[src/inc/fpac_map.svh]
// offsets, field positions and reset values of the flash controller
`ifndef FPAC_MAP_SVH
`define FPAC_MAP_SVH
// Summary of operation
// - boot region spans address zero up to a programmable end, at most 1BFFh
// - cpu writes into the boot region are always refused, reads allowed
// - code area follows boot; writes need section enable and no global lock
// - one enable bit per 8K program section and per 512-byte data section
// - reset clears all three section write-enable masks
// - each main block has sixteen sections; mask bit zero is lowest section
// - majority-zero write-lock field blocks every cpu flash write
// - majority-zero read-lock field blocks debugger and programmer reads
// - two program blocks and one data block decoded in cpu space
// - info blocks reached only through per-flash address/data registers
// - program info block zero readable, never writable by the cpu
// - protection word writable normally, takes effect after next reset
// - erasing an info block also erases its main block
// - data info block always readable, writable only without global lock
// - erase sets all bits to one; programming only clears bits
// - programming is pipelined; new request loads once full flag clears
// - program reads wait for program idle; data reads wait for both idle
// - info reads are word wide at word-aligned addresses
// - info read: write address register, then read the data register
// - busy flag set while either flash programs or erases
// - full flag rises when a write is issued while one is in progress
// - boot size is inverted boot field times 1024 bytes; 111b means none
// - protection word copied into a shadow at reset and used until next
`define FPAC_BLK1_BASE     24'h020000
`define FPAC_PROG_END      24'h03ffff
`define FPAC_DATA_BASE     24'h0e0000
`define FPAC_DATA_END      24'h0e1fff
`define FPAC_BOOT_MAX      24'h001bff
`define FPAC_BOOT_SHIFT    10
`define FPAC_PSEC_LSB      13
`define FPAC_DSEC_LSB      9
`define FPAC_IB1_BASE      8'h80
`define FPAC_PROT_ADDR     8'hfe
`define FPAC_FUNC_ADDR     8'h7e
`define FPAC_WRP_LSB       13
`define FPAC_RDP_LSB       10
`define FPAC_BOOT_LSB      1
`define FPAC_PROT_RST      16'hffff
`define FPAC_MASK_RST      16'h0000
`endif

[src/inc/fpac_pkg.sv]
// types of the flash protection and access controller
package fpac_pkg;
    typedef enum logic [3:0] {
        FPAC_ST_BOOT_REQ  = 4'h1,
        FPAC_ST_BOOT_WAIT = 4'h2,
        FPAC_ST_IDLE      = 4'h4,
        FPAC_ST_RD_WAIT   = 4'h8
    } fpac_state_t;
    typedef enum logic [2:0] {
        FPAC_OP_READ  = 3'h0,
        FPAC_OP_PROG  = 3'h1,
        FPAC_OP_ERMAIN = 3'h2,
        FPAC_OP_ERINFO = 3'h3
    } fpac_op_t;
    typedef struct packed {
        fpac_op_t    op;
        logic        info;
        logic [23:0] addr;
        logic [15:0] data;
    } fpac_cmd_t;
endpackage : fpac_pkg

[src/design/fpac_ctrl.sv]
// flash protection and access controller top
`timescale 1ns/1ps
`include "fpac_map.svh"
module fpac_ctrl
    import fpac_pkg::*;
#(
    parameter int SECTIONS = 16
) (
    input  wire logic        i_clk,
    input  wire logic        i_sys_rst,
    input  wire logic        i_cpu_req,
    input  wire logic        i_cpu_wr,
    input  wire logic        i_cpu_byte,
    input  wire logic [23:0] i_cpu_addr,
    input  wire logic [15:0] i_cpu_wdata,
    input  wire logic        i_pe,
    input  wire logic        i_mer,
    input  wire logic        i_wer_wr,
    input  wire logic [1:0]  i_wer_sel,
    input  wire logic [15:0] i_wer_wdata,
    input  wire logic        i_iba_wr,
    input  wire logic        i_iba_sel,
    input  wire logic [7:0]  i_iba_wdata,
    input  wire logic        i_ibd_rd,
    input  wire logic        i_ibd_wr,
    input  wire logic        i_ibd_sel,
    input  wire logic [15:0] i_ibd_wdata,
    input  wire logic [15:0] i_arr_rdata,
    input  wire logic [1:0]  i_arr_done,
    output logic             o_cpu_ack,
    output logic             o_cpu_err,
    output logic [15:0]      o_cpu_rdata,
    output logic             o_ib_ack,
    output logic             o_ib_err,
    output logic [15:0]      o_ib_rdata,
    output logic [15:0]      o_prog_blk0_section_wr_en,
    output logic [15:0]      o_prog_blk1_section_wr_en,
    output logic [15:0]      o_data_flash_section_wr_en,
    output logic [7:0]       o_prog_info_addr_reg,
    output logic [7:0]       o_data_info_addr_reg,
    output logic [15:0]      o_protection_shadow_reg,
    output logic             o_flash_busy_flag,
    output logic             o_prog_busy,
    output logic             o_data_busy,
    output logic             o_prog_pipe_full,
    output logic             o_data_pipe_full,
    output logic             o_write_lock,
    output logic             o_ext_read_lock,
    output logic             o_arr_valid,
    output logic [2:0]       o_arr_op,
    output logic             o_arr_flash,
    output logic             o_arr_info,
    output logic [23:0]      o_arr_addr,
    output logic [15:0]      o_arr_wdata
);
    // ---------------------------------------------------------------
    // state
    // ---------------------------------------------------------------
    typedef struct packed {
        fpac_state_t state;
        logic        ack;
        logic        err;
        logic        ib_ack;
        logic        ib_err;
        logic        rd_info;
        logic        rd_byte;
        logic        rd_hi;
        logic [15:0] rdata;
        logic [15:0] ib_rdata;
        logic [15:0] wer0;
        logic [15:0] wer1;
        logic [15:0] werd;
        logic [7:0]  iba_p;
        logic [7:0]  iba_d;
        logic [15:0] prot;
        logic [1:0]  run;
        logic [1:0]  pend;
        fpac_cmd_t   pcmd0;
        fpac_cmd_t   pcmd1;
        logic        fbusy;
        logic [1:0]  busy;
        logic        wlock;
        logic        rlock;
        logic        av;
        fpac_op_t    aop;
        logic        afl;
        logic        ainf;
        logic [23:0] aadr;
        logic [15:0] adat;
    } fpac_regs_t;

    fpac_regs_t r_reg;
    fpac_regs_t r_next;

    if (SECTIONS != 16) begin : g_bad_sections
        $error("fpac_ctrl: only sixteen sections per block are supported");
    end

    // ---------------------------------------------------------------
    // protection decode from the shadow word
    // ---------------------------------------------------------------
    logic        wlock_dec;
    logic        rlock_dec;
    logic [23:0] boot_end; // first code-area byte

    // majority-zero decoders
    fpac_majority u_wr_lock (
        .i_field  (r_reg.prot[`FPAC_WRP_LSB +: 3]),
        .o_active (wlock_dec)
    );
    fpac_majority u_rd_lock (
        .i_field  (r_reg.prot[`FPAC_RDP_LSB +: 3]),
        .o_active (rlock_dec)
    );

    // inverted boot field counts 1K blocks; 111b gives zero
    always_comb begin
        logic [2:0] boot_blk; // inverted before widening
        boot_blk = ~r_reg.prot[`FPAC_BOOT_LSB +: 3];
        boot_end = 24'(boot_blk) << `FPAC_BOOT_SHIFT;
    end

    // ---------------------------------------------------------------
    // address decode and write checks
    // ---------------------------------------------------------------
    logic       m_hit;
    logic       m_fl;
    logic       m_blk1;
    logic [3:0] m_sec;
    logic       m_secen;
    logic       m_allen;
    logic       m_boot;
    logic       ib_fl;
    logic [7:0] ib_adr;
    logic       ib_ok;
    logic       ib_wok;

    // main block decode in cpu space
    always_comb begin
        m_fl   = 1'b0;
        m_blk1 = i_cpu_addr >= `FPAC_BLK1_BASE;
        m_hit  = i_cpu_addr <= `FPAC_PROG_END;
        m_sec  = i_cpu_addr[`FPAC_PSEC_LSB +: 4];
        if (i_cpu_addr >= `FPAC_DATA_BASE &&
            i_cpu_addr <= `FPAC_DATA_END) begin
            m_hit = 1'b1;
            m_fl  = 1'b1;
            m_sec = i_cpu_addr[`FPAC_DSEC_LSB +: 4];
        end
        if (m_fl) begin
            m_secen = r_reg.werd[m_sec];
            m_allen = &r_reg.werd;
        end else if (m_blk1) begin
            m_secen = r_reg.wer1[m_sec];
            m_allen = &r_reg.wer1;
        end else begin
            m_secen = r_reg.wer0[m_sec];
            m_allen = &r_reg.wer0;
        end
        // boot region: writes and erases of block 0 refused
        m_boot = !m_fl && !m_blk1 && (boot_end != 24'h000000) &&
                 (i_mer || i_cpu_addr < boot_end);
    end

    // info block decode; bit 0 forced clear for word access
    always_comb begin
        ib_fl  = i_ibd_sel;
        ib_adr = ib_fl ? r_reg.iba_d : r_reg.iba_p;
        ib_ok  = ib_fl ? !ib_adr[7] : 1'b1;
        if (ib_fl) begin
            ib_wok = !wlock_dec;
        end else begin
            // block 0 never writable, block 1 under enable and lock
            ib_wok = ib_adr[7] && r_reg.wer1[0] && !wlock_dec;
        end
    end

    // ---------------------------------------------------------------
    // next-state logic
    // ---------------------------------------------------------------
    always_comb begin
        fpac_cmd_t cmd;
        logic      slot;
        logic      busy_p;
        logic      busy_d;
        logic      wr_ok;
        logic      fl;
        cmd   = '0;
        slot  = 1'b1;
        wr_ok = 1'b0;
        fl    = m_fl; // flash targeted by the write dispatch
        r_next = r_reg;
        r_next.ack    = 1'b0;
        r_next.err    = 1'b0;
        r_next.ib_ack = 1'b0;
        r_next.ib_err = 1'b0;
        r_next.av     = 1'b0;
        busy_p = r_reg.run[0] | r_reg.pend[0];
        busy_d = r_reg.run[1] | r_reg.pend[1];

        // section enable masks
        if (i_wer_wr) begin
            unique case (i_wer_sel)
                2'h0: r_next.wer0 = i_wer_wdata;
                2'h1: r_next.wer1 = i_wer_wdata;
                2'h2: r_next.werd = i_wer_wdata;
                default: r_next.wer0 = r_reg.wer0;
            endcase
        end
        // info address registers, word aligned
        if (i_iba_wr && !i_iba_sel) begin
            r_next.iba_p = {i_iba_wdata[7:1], 1'b0};
        end
        if (i_iba_wr && i_iba_sel) begin
            r_next.iba_d = {i_iba_wdata[7:1], 1'b0};
        end
        // completion of array operations
        for (int f = 0; f < 2; f++) begin
            if (i_arr_done[f]) begin
                r_next.run[f] = 1'b0;
            end
        end
        // queued request goes out once its flash is idle, program queue before data
        if (r_reg.pend[0] && !r_reg.run[0]) begin
            r_next.av = 1'b1;
            {r_next.aop, r_next.ainf, r_next.aadr, r_next.adat} = r_reg.pcmd0;
            r_next.afl = 1'b0;
            r_next.run[0] = 1'b1;
            r_next.pend[0] = 1'b0;
            slot = 1'b0;
        end else if (r_reg.pend[1] && !r_reg.run[1]) begin
            r_next.av = 1'b1;
            {r_next.aop, r_next.ainf, r_next.aadr, r_next.adat} = r_reg.pcmd1;
            r_next.afl = 1'b1;
            r_next.run[1] = 1'b1;
            r_next.pend[1] = 1'b0;
            slot = 1'b0;
        end

        unique case (r_reg.state)
            FPAC_ST_BOOT_REQ: begin
                // fetch the protection word into the shadow
                r_next.av    = 1'b1;
                r_next.aop   = FPAC_OP_READ;
                r_next.afl   = 1'b0;
                r_next.ainf  = 1'b1;
                r_next.aadr  = {16'h0000, `FPAC_PROT_ADDR};
                r_next.state = FPAC_ST_BOOT_WAIT;
            end
            FPAC_ST_BOOT_WAIT: begin
                r_next.prot  = i_arr_rdata;
                r_next.state = FPAC_ST_IDLE;
            end
            FPAC_ST_RD_WAIT: begin
                if (r_reg.rd_info) begin
                    r_next.ib_rdata = i_arr_rdata;
                    r_next.ib_ack   = 1'b1;
                end else begin
                    r_next.rdata = !r_reg.rd_byte ? i_arr_rdata :
                        (r_reg.rd_hi ? {8'h00, i_arr_rdata[15:8]} :
                                       {8'h00, i_arr_rdata[7:0]});
                    r_next.ack = 1'b1;
                end
                r_next.state = FPAC_ST_IDLE;
            end
            FPAC_ST_IDLE: begin
                if (i_cpu_req && !r_reg.ack && slot) begin
                    if (!m_hit) begin
                        r_next.ack = 1'b1;
                        r_next.err = 1'b1;
                    end else if (!i_cpu_wr) begin
                        // held off while the flash is busy
                        if (m_fl ? !(busy_p || busy_d) : !busy_p) begin
                            r_next.av      = 1'b1;
                            r_next.aop     = FPAC_OP_READ;
                            r_next.afl     = m_fl;
                            r_next.ainf    = 1'b0;
                            r_next.aadr    = {i_cpu_addr[23:1], 1'b0};
                            r_next.rd_info = 1'b0;
                            r_next.rd_byte = i_cpu_byte;
                            r_next.rd_hi   = i_cpu_addr[0];
                            r_next.state   = FPAC_ST_RD_WAIT;
                        end
                    end else begin
                        // decoded lock: the registered copy lags the shadow
                        wr_ok = !wlock_dec && !m_boot && !i_cpu_byte &&
                                !i_cpu_addr[0] && (i_pe || i_mer) &&
                                (i_mer ? m_allen : m_secen);
                        cmd.op   = i_mer ? FPAC_OP_ERMAIN : FPAC_OP_PROG;
                        cmd.info = 1'b0;
                        cmd.addr = i_cpu_addr;
                        cmd.data = i_cpu_wdata;
                    end
                end else if ((i_ibd_rd || i_ibd_wr) && !r_reg.ib_ack &&
                             slot) begin
                    if (!ib_ok) begin
                        r_next.ib_ack = 1'b1;
                        r_next.ib_err = 1'b1;
                    end else if (i_ibd_rd) begin
                        if (ib_fl ? !(busy_p || busy_d) : !busy_p) begin
                            r_next.av      = 1'b1;
                            r_next.aop     = FPAC_OP_READ;
                            r_next.afl     = ib_fl;
                            r_next.ainf    = 1'b1;
                            r_next.aadr    = {16'h0000, ib_adr};
                            r_next.rd_info = 1'b1;
                            r_next.state   = FPAC_ST_RD_WAIT;
                        end
                    end else begin
                        wr_ok = ib_wok && (i_pe || i_mer);
                        fl    = ib_fl;
                        // info erase takes its main block along
                        cmd.op   = i_mer ? FPAC_OP_ERINFO : FPAC_OP_PROG;
                        cmd.info = 1'b1;
                        cmd.addr = {16'h0000, ib_adr};
                        cmd.data = i_ibd_wdata;
                    end
                end
                // write dispatch: issue, queue, stall or refuse
                if (cmd.info || (i_cpu_req && i_cpu_wr && !r_reg.ack &&
                                 slot && m_hit)) begin
                    if (!wr_ok) begin
                        if (cmd.info) begin
                            r_next.ib_ack = 1'b1;
                            r_next.ib_err = 1'b1;
                        end else begin
                            r_next.ack = 1'b1;
                            r_next.err = 1'b1;
                        end
                    end else if (!r_reg.pend[fl]) begin
                        if (cmd.info) begin
                            r_next.ib_ack = 1'b1;
                        end else begin
                            r_next.ack = 1'b1;
                        end
                        if (!r_reg.run[fl]) begin
                            r_next.av = 1'b1;
                            {r_next.aop, r_next.ainf, r_next.aadr,
                             r_next.adat} = cmd;
                            r_next.afl = fl;
                            r_next.run[fl] = 1'b1;
                        end else if (fl) begin
                            r_next.pcmd1   = cmd;
                            r_next.pend[1] = 1'b1;
                        end else begin
                            r_next.pcmd0   = cmd;
                            r_next.pend[0] = 1'b1;
                        end
                    end
                end
            end
        endcase

        r_next.fbusy = |(r_next.run | r_next.pend);
        r_next.busy  = r_next.run | r_next.pend;
        r_next.wlock = wlock_dec;
        r_next.rlock = rlock_dec;

        if (i_sys_rst) begin
            r_next       = '0;
            r_next.state = FPAC_ST_BOOT_REQ;
            r_next.prot  = `FPAC_PROT_RST;
            r_next.wer0  = `FPAC_MASK_RST;
            r_next.wer1  = `FPAC_MASK_RST;
            r_next.werd  = `FPAC_MASK_RST;
            r_next.wlock = 1'b1;
        end
    end

    // state register
    always_ff @(posedge i_clk) begin
        r_reg <= r_next;
    end

    // ---------------------------------------------------------------
    // outputs
    // ---------------------------------------------------------------
    assign o_cpu_ack   = r_reg.ack;
    assign o_cpu_err   = r_reg.err;
    assign o_cpu_rdata = r_reg.rdata;
    assign o_ib_ack    = r_reg.ib_ack;
    assign o_ib_err    = r_reg.ib_err;
    assign o_ib_rdata  = r_reg.ib_rdata;
    assign o_prog_blk0_section_wr_en  = r_reg.wer0;
    assign o_prog_blk1_section_wr_en  = r_reg.wer1;
    assign o_data_flash_section_wr_en = r_reg.werd;
    assign o_prog_info_addr_reg    = r_reg.iba_p;
    assign o_data_info_addr_reg    = r_reg.iba_d;
    assign o_protection_shadow_reg = r_reg.prot;
    assign o_flash_busy_flag = r_reg.fbusy;
    assign o_prog_busy       = r_reg.busy[0];
    assign o_data_busy       = r_reg.busy[1];
    assign o_prog_pipe_full  = r_reg.pend[0];
    assign o_data_pipe_full  = r_reg.pend[1];
    assign o_write_lock      = r_reg.wlock;
    assign o_ext_read_lock   = r_reg.rlock;
    assign o_arr_valid = r_reg.av;
    assign o_arr_op    = r_reg.aop;
    assign o_arr_flash = r_reg.afl;
    assign o_arr_info  = r_reg.ainf;
    assign o_arr_addr  = r_reg.aadr;
    assign o_arr_wdata = r_reg.adat;

    logic is_wr_op;
    assign is_wr_op = o_arr_valid && o_arr_op != FPAC_OP_READ;
endmodule : fpac_ctrl

[src/design/fpac_majority.sv]
// majority-of-zeros decoder for a three-bit protection field
`timescale 1ns/1ps
module fpac_majority (
    input  wire logic [2:0] i_field,
    output logic            o_active
);
    // active when two or more bits are clear
    always_comb begin
        o_active = (~i_field[0] & ~i_field[1]) | (~i_field[0] & ~i_field[2])
                 | (~i_field[1] & ~i_field[2]);
    end
endmodule : fpac_majority

[config.mk]
export PLATFORM = sky130hd
export DESIGN_NAME = fpac_ctrl
export DESIGN_NICKNAME = d
export VERILOG_FILES = /design/src/inc/fpac_pkg.sv /design/src/design/fpac_ctrl.sv /design/src/design/fpac_majority.sv
export VERILOG_INCLUDE_DIRS = /design/src /design/src/inc
export SDC_FILE = /design/constraint.sdc
export NUM_CORES = 1
export LEC_CHECK = 0
export BUFFER_PORTS_ARGS = -buffer_cell sky130_fd_sc_hd__buf_2
export CORE_MARGIN = 2
export CORE_UTILIZATION = 47
export DETAILED_ROUTE_END_ITERATION = 10
export GPL_TIMING_DRIVEN = 1
export PLACE_DENSITY = 0.74
export SYNTH_ARGS = -nofsm -noshare
export SYNTH_HDL_FRONTEND = slang
export SYNTH_SLANG_ARGS = --single-unit
[constraint.sdc]
create_clock -name i_clk -period 4.6 [get_ports i_clk]
set_clock_uncertainty 0.2 [all_clocks]
set_input_delay 0 -clock i_clk [delete_from_list [all_inputs] [get_ports i_clk]]
set_output_delay 0 -clock i_clk [all_outputs]
set_load 0.1 [all_outputs]
==> summary.txt, run 1 <==
Run status
  – Status: finished clean

Drt
  – Drt initial violations: 1,198
  – Top Layer Used: met4
  – Number of remaining DRC errors: 0
  – Vias per inst: 5.705
  – DR WL/cell: 18.69 um
  – Pre-Repair DR Iteration Count: 6
  – Met1 WL: 17,010 um
  – WL final: 41,300 um
  – Met3 routed WL: 3504 um
  – Detail Route Antenna Nets: 0
  – Via count: 12,600
  – Metal2 WL: 19,120 um

Yosys
  – Yosys reg bits: 262
  – Post-synth EDFFs: 0
  – Syn avg cell area: 8.294 um^2
  – Synth Cell Area: 13,400 um^2
  – Share of flip-flops with an asynchronous set or reset: 0%
  – Seq/Total Area, Yosys: 39.13%
  – Ys flop type: dfxtp_1
  – Unique masters post-synth: 75
  – Warnings, synthesis: 0
  – Cells after Synth: 1,616

STA
  – Peak Freq: 0.2456 GHz
  – RSZ-0062 raised after global routing: no
  – Fin crit period: 4.071 ns
  – Final setup vio count: 0
  – Fin crit share: 88.50%
  – Final setup margin: 0.5290 ns
  – Relative slew slack: 23.07%
  – Worst hold slack: 0.04492 ns
  – Worst-Margin Slew: 1.152 ns
  – Max Slew Vio Count: 0
  – Setup Total Neg Slack: 0 ns
  – Final Hold Fails: 0

Placement
  – IO buf count: 278
  – HPWL Detailed: 26,720 um
  – GP Congestion: 0.9198
  – Placed Area: 13,870 um^2
  – Worst slack, placed: 0.5044 ns
  – Dpl cells: 2,029

Power and ir drop
  – Peak supply drop: 258.0 uV
  – Sequential power share: 43.4%
  – Combinational power share: 13.6%
  – Net switching power: 1.481 mW
  – P_int: 3.932 mW
  – Net Sw Frac: 27.36%
  – Power consumption: 5.413 mW
  – Leak: 6.553 nW
  – Power Dens Cells: 336.1 nW/um^2
  – Clock network fraction of total power: 43.1%

CTS
  – Number of gates resized after CTS: 0
  – Num Clock Sinks: 262
  – Clk Latency, worst-skew pair: 0.54 ns
  – H-tree Lvls: 1
  – Root Buffer: clkbuf_16
  – Clock transition at the registers of the reported paths: 0.06 ns
  – Clock buffer depth: 3
  – Post-CTS setup buffer count: 0
  – CTS tree: built
  – Num CTS Buffers: 28

Finish
  – Max reg flops: 95
  – Layout fillers: 2,492
  – Post-layout util: 57.66%
  – Finished Layout Cells: 2,209
  – Register Area: 5245 um^2
  – Layout cells sized above 1: 23.46%
  – Combined area of the multi-input logic cells: 6533 um^2
  – Layout net count: 1,923
  – Post-route cell area: 16,110 um^2
  – Area delta synth->final: 20.17%

Job
  – Max_cap viols: 0

Setup path
  – Buf/Inv on CP: 3
  – Crit path arrival time: 4.35 ns
  – Worst-path maximum fanout: 26
  – Slowest Stage Delay on Critical Path: 0.87 ns
  – Worst Path Required: 4.88 ns
  – Worst-path cell chain: dlygate4sd3_1 > buf_2 > and3_1 > a41oi_4 > mux2i_1 > a22oi_1 > a32oi_4 > and3_1 > a31oi_2 > a2111oi_0 > dlygate4sd3_1
  – Worst path slowest cell: a41oi_4
  – Crit path kind: in2reg
  – Worst setup SP type: primary input
  – Critical path capture point type: flop
  – Critical path's top delay family: compound AO/OA/AOI/OAI gates

Worst hold path
  – Type of the worst min-delay path: in2reg

Global route
  – Gr usage total: 26.30%
  – Initial antenna violation count: 2
  – First-pass GRT wire length: 65,050 um
  – Grt ovf: 0
  – Maximum number of pins on one net before global-route repair: 75
  – Number of global-route vias before repair: 12,390

Floorplan
  – Area of the core: 27,930 um^2
  – Die area: 29,880 um^2
  – Rows: 61
  – Die Y: 172.9 um
  – Die Wd: 172.9 um
  – I/O pins: 282
  – Starting Density: 47.98%
[cells in the mapped netlist, drive strengths merged, types with 30 or more instances]
master	n	share of area (%)
buf	191	10
nor2b	40	1.9
nand2	316	8.8
mux2i	63	4.8
a22oi	31	1.7
nand3	33	1.3
dfxtp	262	39
nor2	99	2.8
a311oi	30	2.0
a21oi	164	6.1
mux2	59	5.0
clkbuf	79	2.2
[worst paths after layout]
path | startpoint | endpoint | cells past startpoint | slack [ns]
max | i_cpu_addr[17] | o_ib_err$_SDFF_PP0_ | 11 | 0.53
min | i_cpu_req | r_reg[92]$_SDFFE_PP0P_ | 6 | 0.04
min reg2reg | o_cpu_rdata[8]$_SDFFE_PP0P_ | o_cpu_rdata[8]$_SDFFE_PP0P_ | 2 | 0.25
max reg2reg | r_reg[142]$_SDFF_PP0_ | o_arr_wdata[3]$_SDFF_PP0_ | 10 | 0.76
[what timing repair did]
item,4_1_cts,5_1_grt
endpoints found under the hold margin,233,0
hold buffers,127,0
endpoints found under the setup margin,0,0
[cell usage in the layout (no fill, tap or decap), types with 6 or more instances in the layout]
cell | netlist | final
a211oi_1 | 20 | 20
a21oi_1 | 164 | 164
a221oi_1 | 9 | 9
a22oi_1 | 31 | 31
a311oi_1 | 29 | 29
a31oi_1 | 11 | 11
and3_1 | 19 | 19
buf_2 | 18 | 277
buf_4 | 158 | 26
clkbuf_1 | 79 | 7
clkbuf_16 | 0 | 29
clkbuf_8 | 0 | 6
dfxtp_1 | 262 | 262
dlygate4sd3_1 | 0 | 127
inv_1 | 8 | 7
mux2_1 | 10 | 10
mux2_2 | 47 | 47
mux2i_1 | 62 | 62
nand2_1 | 316 | 316
nand2b_1 | 9 | 7
nand3_1 | 31 | 31
nand3b_1 | 13 | 13
nand4_1 | 18 | 18
nor2_1 | 98 | 97
nor2b_1 | 40 | 38
nor3_1 | 13 | 11
o211ai_1 | 6 | 6
o21ai_0 | 17 | 17
o2bb2ai_1 | 14 | 14
o31a_1 | 8 | 8
o31ai_1 | 7 | 7
or4_1 | 6 | 6
[power groups by stage]
stage               Clock [mW]  Sequential, mW  Combinational (mW)
finish                    2.33            2.35               0.735
global route              2.45            2.35               0.771
CTS                       2.36            2.34               0.723
detailed placement           0            2.39               0.647
global placement             0            2.39               0.640
floorplan                    0            2.39               0.518
[worst reg2reg max path: stages (launching register included)]
cell and delay [ns]:
dfxtp_1 0.60, nand2b_2 0.22, nand4b_1 0.21, nor2_2 0.24, nand2_1 0.09, o21ai_1 0.10, buf_4 0.24, mux2_2 0.37
o311ai_4 0.16, nor2_2 0.85, mux2_2 0.44
[metal layers]
metal | global-route usage (%) | vias to the layer above
met4 | 10.81 | 0
met2 | 43.55 | 611
met3 | 5.233 | 138
li1 | - | 5889
met5 | 0 | -
met1 | 33.55 | 5965
[final cells by class]
cell class | instances | share of cell area, %
Timing Repair Buffer | 431 | 17.78
Tap cell | 378 | 2.936
Inverter | 8 | 0.1864
Clock inverter | 9 | 0.7613
Antenna cell | 2 | 0.03107
Sequential cell | 262 | 32.56
Clock buffer | 42 | 5.181
Multi-Input combinational cell | 1077 | 40.56
[kinds of logic (layout without fill, tap and decap cells)]
logic type | after synthesis | count (layout) | synth area share, %
flip-flops | 262 | 262 | 39.13
adder cells (fa/ha/maj) | 4 | 4 | 0.3360
XOR/XNOR | 1 | 1 | 0.06536
other | 1 | 4 | 0.02798
buffers and inverters | 278 | 490 | 12.55
AND/OR/NAND/NOR | 595 | 595 | 20.33
multiplexers | 122 | 122 | 9.811
AO/OA/AOI/OAI | 353 | 353 | 17.75
(Power assumes the default switching activity.)
==> inputs of run 2 (changes only) <==
==> constraint.sdc (replaced) <==
create_clock -name i_clk -period 4.04 [get_ports i_clk]
set_clock_uncertainty 0.2 [all_clocks]
set_input_delay 0 -clock i_clk [delete_from_list [all_inputs] [get_ports i_clk]]
set_output_delay 0 -clock i_clk [all_outputs]
set_load 0.1 [all_outputs]
==> run 2 against run 1 <==
Final cell count up 0.72%; critical path depth up 6; clock-buffer cell count down 4; cell area up 0.93%.
==> summary.txt, run 2 (synthesized netlist as in run 1, its figures left out) <==
Floorplan
  – Die Wd: 172.9 um
  – Rows: 61
  – Die area: 29,880 um^2
  – Die Y: 172.9 um
  – I/O pins: 282
  – Area of the core: 27,930 um^2
  – Starting Density: 47.98%

Worst hold path
  – Worst hold start: i_arr_rdata[5]
  – Type of the worst min-delay path: in2reg

Job
  – Max_cap viols: 0

Setup path
  – Worst Path Required: 4.33 ns
  – Buf/Inv on CP: 8
  – Worst path slowest cell: dlygate4sd3_1
  – Worst-path cell chain: dlygate4sd3_1 > buf_2 > nor4_4 > dlygate4sd3_1 > buf_4 > a41oi_4 > buf_8 > mux2i_1 > nand2_1 > a32oi_4 > buf_4 > nand3_2 > o31ai_2 > buf_4 > a21oi_1 > nor3_1 > dlygate4sd3_1
  – Crit path from: i_cpu_addr[21]
  – Crit path arrival time: 4.18 ns
  – Critical path capture point type: flop
  – Worst setup SP type: primary input
  – Critical path's top delay family: buffers and inverters
  – Crit path kind: in2reg
  – Slowest Stage Delay on Critical Path: 0.58 ns
  – Reg2reg start: r_reg[141]$_SDFF_PP0_
  – Worst-path maximum fanout: 26

CTS
  – Clk Latency, worst-skew pair: 0.55 ns
  – Clock buffer depth: 3
  – H-tree Lvls: 1
  – Num Clock Sinks: 262
  – Num CTS Buffers: 28
  – CTS tree: built
  – Root Buffer: clkbuf_16
  – Clock transition at the registers of the reported paths: 0.06 ns

Power and ir drop
  – Net Sw Frac: 28.23%
  – Sequential power share: 43.5%
  – Combinational power share: 13.8%
  – Power Dens Cells: 377.4 nW/um^2
  – P_int: 4.403 mW
  – Peak supply drop: 305.6 uV
  – Clock network fraction of total power: 42.6%
  – Net switching power: 1.732 mW
  – Leak: 6.632 nW

Drt
  – Via count: 12,650
  – Pre-Repair DR Iteration Count: 6
  – Detail Route Antenna Nets: 0
  – DR WL/cell: 18.53 um
  – Number of remaining DRC errors: 0
  – Drt initial violations: 1,075
  – WL final: 41,230 um
  – Vias per inst: 5.686

STA
  – Relative slew slack: 29.38%
  – Fin crit period: 3.885 ns
  – Peak Freq: 0.2574 GHz
  – Worst-Margin Slew: 1.045 ns
  – Final setup margin: 0.1549 ns
  – Fin crit share: 96.16%
  – Final setup vio count: 0
  – Max Slew Vio Count: 0
  – RSZ-0062 raised after global routing: no
  – Final Hold Fails: 0
  – Setup Total Neg Slack: 0 ns

Global route
  – Maximum number of pins on one net before global-route repair: 105
  – First-pass GRT wire length: 64,540 um
  – Initial antenna violation count: 1
  – Gr usage total: 26.24%
  – Grt ovf: 0
  – Number of global-route vias before repair: 12,250

Placement
  – HPWL Detailed: 26,740 um
  – GP Congestion: 0.9520
  – IO buf count: 278
  – Worst slack, placed: 0.4651 ns

Finish
  – Most frequent cells in the layout: nand2_1 (316), buf_2 (277), dfxtp_1 (262), a21oi_1 (164), dlygate4sd3_1 (131)
  – Most common cell after layout, fill and taps aside: nand2_1
  – Layout net count: 1,940
  – Max reg flops: 95
  – Layout cells sized above 1: 24.16%
  – Area delta synth->final: 21.29%
  – Post-layout util: 58.20%

Run status
  – Status: finished clean
## run 2: cell types whose count changed in the layout (fill, tap and decap cells not counted), sizes merged
| cell | delta |
|---|---|
| buf | +13 |
| clkbuf | -4 |
| dlygate4sd3 | +4 |
| clkinv | +2 |
| clkinvlp | +1 |
| diode | -1 |
| inv | +1 |
## run 2: metrics by stage
step                      power [mW]  cell area [um^2]  hold WS, ns  cells
after floorplan                3.316             13410     -0.09622   1617
after global placement         3.458             13960     0.005615   2040
after detailed placement       3.468             13960      0.01464   2040
after CTS                      6.156             16200      0.01902   2222
after global routing           6.327             16260      0.05990   2225
final                          6.135             16260      0.03185   2225
## run 2: layout make-up
class	count	area [um^2]
repair buffers	448	3009
clock inverters	13	163.9
diodes	1	2.502
fillers	2424	11680
well taps	378	473.0
clock buffers	38	768.2
inverters	8	30.03
multi-input cells	1077	6565
flip-flops and latches	262	5245
## run 2: worst paths after layout
kind	endpoint	slack, ns	depth (start not counted)
setup reg to reg	o_arr_op[1]$_SDFF_PP0_	0.40	8
hold / removal	o_protection_shadow_reg[5]$_SDFFE_PP1N_	0.03	4
setup / recovery	o_cpu_err$_SDFF_PP0_	0.15	17
hold reg to reg	o_cpu_rdata[9]$_SDFFE_PP0P_	0.25	2
## run 2: metal layers
layer,vias to the layer above,GRT usage [%],share of wire [%]
li1,5940,-,-
met4,0,10.03,3.8
met2,641,44.12,47
met1,5947,32.69,40
met3,124,6.047,9.2
met5,-,0,0
## run 2: what timing repair did
action | 4_1_cts | 5_1_grt
endpoints found under the setup margin | 0 | 16
endpoints found under the hold margin | 230 | 0
hold buffers | 131 | 0
resized for setup | 0 | 8
setup buffers | 0 | 2
## run 2: tightest hold or removal path, cell delays in order
cell and delay (ns):
dlygate4sd3_1 0.52, buf_2 0.12, mux2i_1 0.06, nand2_1 0.06
## run 2: power groups by stage
stage	clock network, mW	logic, mW	registers, mW
after floorplan	0	0.590	2.73
after global placement	0	0.734	2.72
after detailed placement	0	0.742	2.73
after CTS	2.66	0.832	2.67
after global routing	2.76	0.892	2.67
final	2.62	0.849	2.67
==> inputs of run 3 (changes only) <==
--- a/config.mk
+++ b/config.mk
@@ -14,4 +14,5 @@
 export PLACE_DENSITY = 0.74
 export SYNTH_ARGS = -nofsm -noshare
 export SYNTH_HDL_FRONTEND = slang
+export SYNTH_HIERARCHICAL = 1
 export SYNTH_SLANG_ARGS = --single-unit
==> run 3 against run 2 <==
Flip-flop and latch count unchanged; sequential share of layout area increased by 0.71 points; synthesized cell count increased by 2.4%; total power increased by 3.3%; cell area decreased by 2.2%; non-clock buffer count decreased by 9; critical endpoint is now r_reg[111]$_SDFFE_PP0P_; combinational power increased by 0.7%; die area decreased by 2.4%; worst hold slack got worse by 0.016 ns; utilization decreased by 0.47 points; largest cell class unchanged; synthesized area decreased by 2.4%; worst setup slack improved by 0.043 ns.
==> summary.txt, run 3 <==
Setup path
  – Worst-path maximum fanout: 18
  – Worst setup SP type: primary input
  – Worst Path Required: 4.28 ns
  – Crit path kind: in2reg
  – Slowest Stage Delay on Critical Path: 0.81 ns
  – Critical path capture point type: flop
  – Worst-path cell chain: dlygate4sd3_1 > buf_2 > nor4_4 > nand4_2 > nand2_1 > a21boi_0 > o32a_1 > and2b_4 > a221oi_4 > nor3_2 > nor2_1 > and2_1
  – Worst path slowest cell: nor3_2
  – Crit path arrival time: 4.08 ns

Drt
  – Number of remaining DRC errors: 0
  – Detail Route Antenna Nets: 0
  – Via count: 12,640
  – WL final: 39,510 um
  – Pre-Repair DR Iteration Count: 6
  – DR WL/cell: 17.55 um
  – Vias per inst: 5.614
  – Drt initial violations: 1,163

Power and ir drop
  – Leak: 6.191 nW
  – Peak supply drop: 299.1 uV
  – Power Dens Cells: 398.3 nW/um^2

CTS
  – Clock transition at the registers of the reported paths: 0.06 ns
  – Clk Latency, worst-skew pair: 0.56 ns
  – Post-CTS setup buffer count: 0
  – H-tree Lvls: 1
  – Num Clock Sinks: 262
  – Num CTS Buffers: 29
  – Clock buffer depth: 3
  – Root Buffer: clkbuf_16
  – CTS tree: built

STA
  – Setup Total Neg Slack: 0 ns
  – Final Hold Fails: 0
  – Worst-Margin Slew: 1.049 ns
  – Final setup margin: 0.1983 ns
  – Fin crit period: 3.842 ns
  – Final setup vio count: 0
  – Max Slew Vio Count: 0
  – Peak Freq: 0.2603 GHz
  – Fin crit share: 95.09%
  – RSZ-0062 raised after global routing: yes
  – Relative slew slack: 29.66%

Finish
  – Most common cell after layout, fill and taps aside: nand2_1
  – Post-layout util: 57.73%
  – Most frequent cells in the layout: nand2_1 (311), buf_2 (277), dfxtp_1 (262), a21oi_1 (183), dlygate4sd3_1 (129)
  – Max reg flops: 95
  – Layout fillers: 2,402
  – Layout net count: 1,962
  – Area delta synth->final: 21.66%
  – Layout cells sized above 1: 22.14%

Floorplan
  – Starting Density: 47.45%
  – I/O pins: 282
  – Area of the core: 27,550 um^2
  – Die Y: 170.8 um
  – Rows: 61
  – Die Wd: 170.8 um
  – Die area: 29,170 um^2

Yosys
  – Cells after Synth: 1,655
  – Top cell type by total area after synthesis: dfxtp_1
  – Area contributors post-synth: dfxtp_1 (40%), buf_4 (9.3%), nand2_1 (8.9%), a21oi_1 (7.0%), nand3b_1 (3.3%)
  – Synth Cell Area: 13,080 um^2
  – Seq/Total Area, Yosys: 40.11%
  – Post-synth EDFFs: 0
  – Ys flop type: dfxtp_1
  – Post-synth top cells: nand2_1 (311), dfxtp_1 (262), a21oi_1 (183)
  – Unique masters post-synth: 72
  – Share of flip-flops with an asynchronous set or reset: 0%
  – Top cell type's share of synthesized area: 40.11%
  – Syn avg cell area: 7.900 um^2
  – Count leader, synth: nand2_1
  – Warnings, synthesis: 6
  – Yosys reg bits: 262

Worst hold path
  – Type of the worst min-delay path: in2reg

Placement
  – GP Congestion: 0.9254
  – Worst slack, placed: 0.2108 ns
  – HPWL Detailed: 25,410 um
  – IO buf count: 278

Global route
  – Maximum number of pins on one net before global-route repair: 130
  – First-pass GRT wire length: 61,580 um
  – Grt ovf: 0
  – Number of global-route vias before repair: 12,010
  – Initial antenna violation count: 1
  – Gr usage total: 25.84%

Run status
  – Status: finished clean

Job
  – Max_cap viols: 0
==> run 3: cell types whose count changed after synthesis, moves of 16 or more <==
cell / before / now
o21ai_0: 17 / 62
or2_2: 0 / 25
o21ai_1: 3 / 22
mux2_2: 47 / 6
mux2i_1: 62 / 21
nand3b_1: 13 / 57
a211oi_1: 20 / 4
a21oi_1: 164 / 183
nor2_1: 98 / 82
a211o_1: 0 / 17
and2_1: 1 / 19
==> run 3: kinds of logic after synthesis <==
group,share of synthesized area [%]
compound gates,19.97
buf+inv,13.18
simple gates,24.39
fa+ha+maj,0.1914
other cells,0.02868
flops,40.11
mux,2.124
==> run 3: area by class of cell <==
cell class                      instances  area [um^2]  share of cell area [%]
Timing Repair Buffer                  439         2967                   18.65
Tap cell                              378        473.0                   2.973
Inverter                                9        33.78                  0.2124
Antenna cell                            3        7.507                 0.04720
Clock buffer                           39        833.3                   5.239
Clock inverter                         15        196.4                   1.235
Multi-Input combinational cell       1106         6151                   38.67
Sequential cell                       262         5245                   32.97
==> run 3: path summary, 6_finish.rpt <==
check | start | to | slack [ns] | cells after the start
worst max-delay path | i_cpu_addr[13] | r_reg[111]$_SDFFE_PP0P_ | 0.20 | 12
worst max register to register | r_reg[142]$_SDFF_PP0_ | r_reg[111]$_SDFFE_PP0P_ | 0.32 | 10
worst min-delay path | i_arr_rdata[6] | o_protection_shadow_reg[6]$_SDFFE_PP1N_ | 0.02 | 3
worst min register to register | o_cpu_rdata[9]$_SDFFE_PP0P_ | o_cpu_rdata[9]$_SDFFE_PP0P_ | 0.25 | 2
==> run 3: where the power goes <==
group          switching (mW)  total (mW)  internal, mW
clock network            1.10        2.81          1.70
logic                   0.604       0.855         0.251
registers              0.0448        2.67          2.63
total                    1.75        6.34          4.58
==> run 3: worst max-delay path, delay by kind of cell <==
kind	cells	cell delay [ns]
AOI/OAI and AO/OA	3	0.56
buffers and inverters	2	0.77
and+or+nand+nor	7	2.72
==> run 3: per-stage QoR <==
step	std cells	area [um^2]	power, mW	hold slack, ns
6_report	2251	15910	6.336	0.01554
5_1_grt	2249	15900	6.522	0.01626
4_1_cts	2248	15900	6.354	0.002900
3_5_place_dp	2065	13580	3.481	0.02488
3_3_place_gp	2065	13580	3.472	0.01976
2_1_floorplan	1656	13080	3.335	-0.1096
==> run 3: per-layer routing <==
layer | global-route usage [%] | routed length (um) | vias up
met5 | 0 | 0 | -
met4 | 10.11 | 1350 | 0
met3 | 5.644 | 3104 | 103
met2 | 43.97 | 19010 | 569
met1 | 31.85 | 16050 | 5963
li1 | - | - | 6001
==> run 3: what timing repair did <==
action | in CTS | in global routing
endpoints found under the setup margin | 0 | 8
hold buffers | 129 | 0
endpoints found under the hold margin | 229 | 0
gates resized for setup | 0 | 1
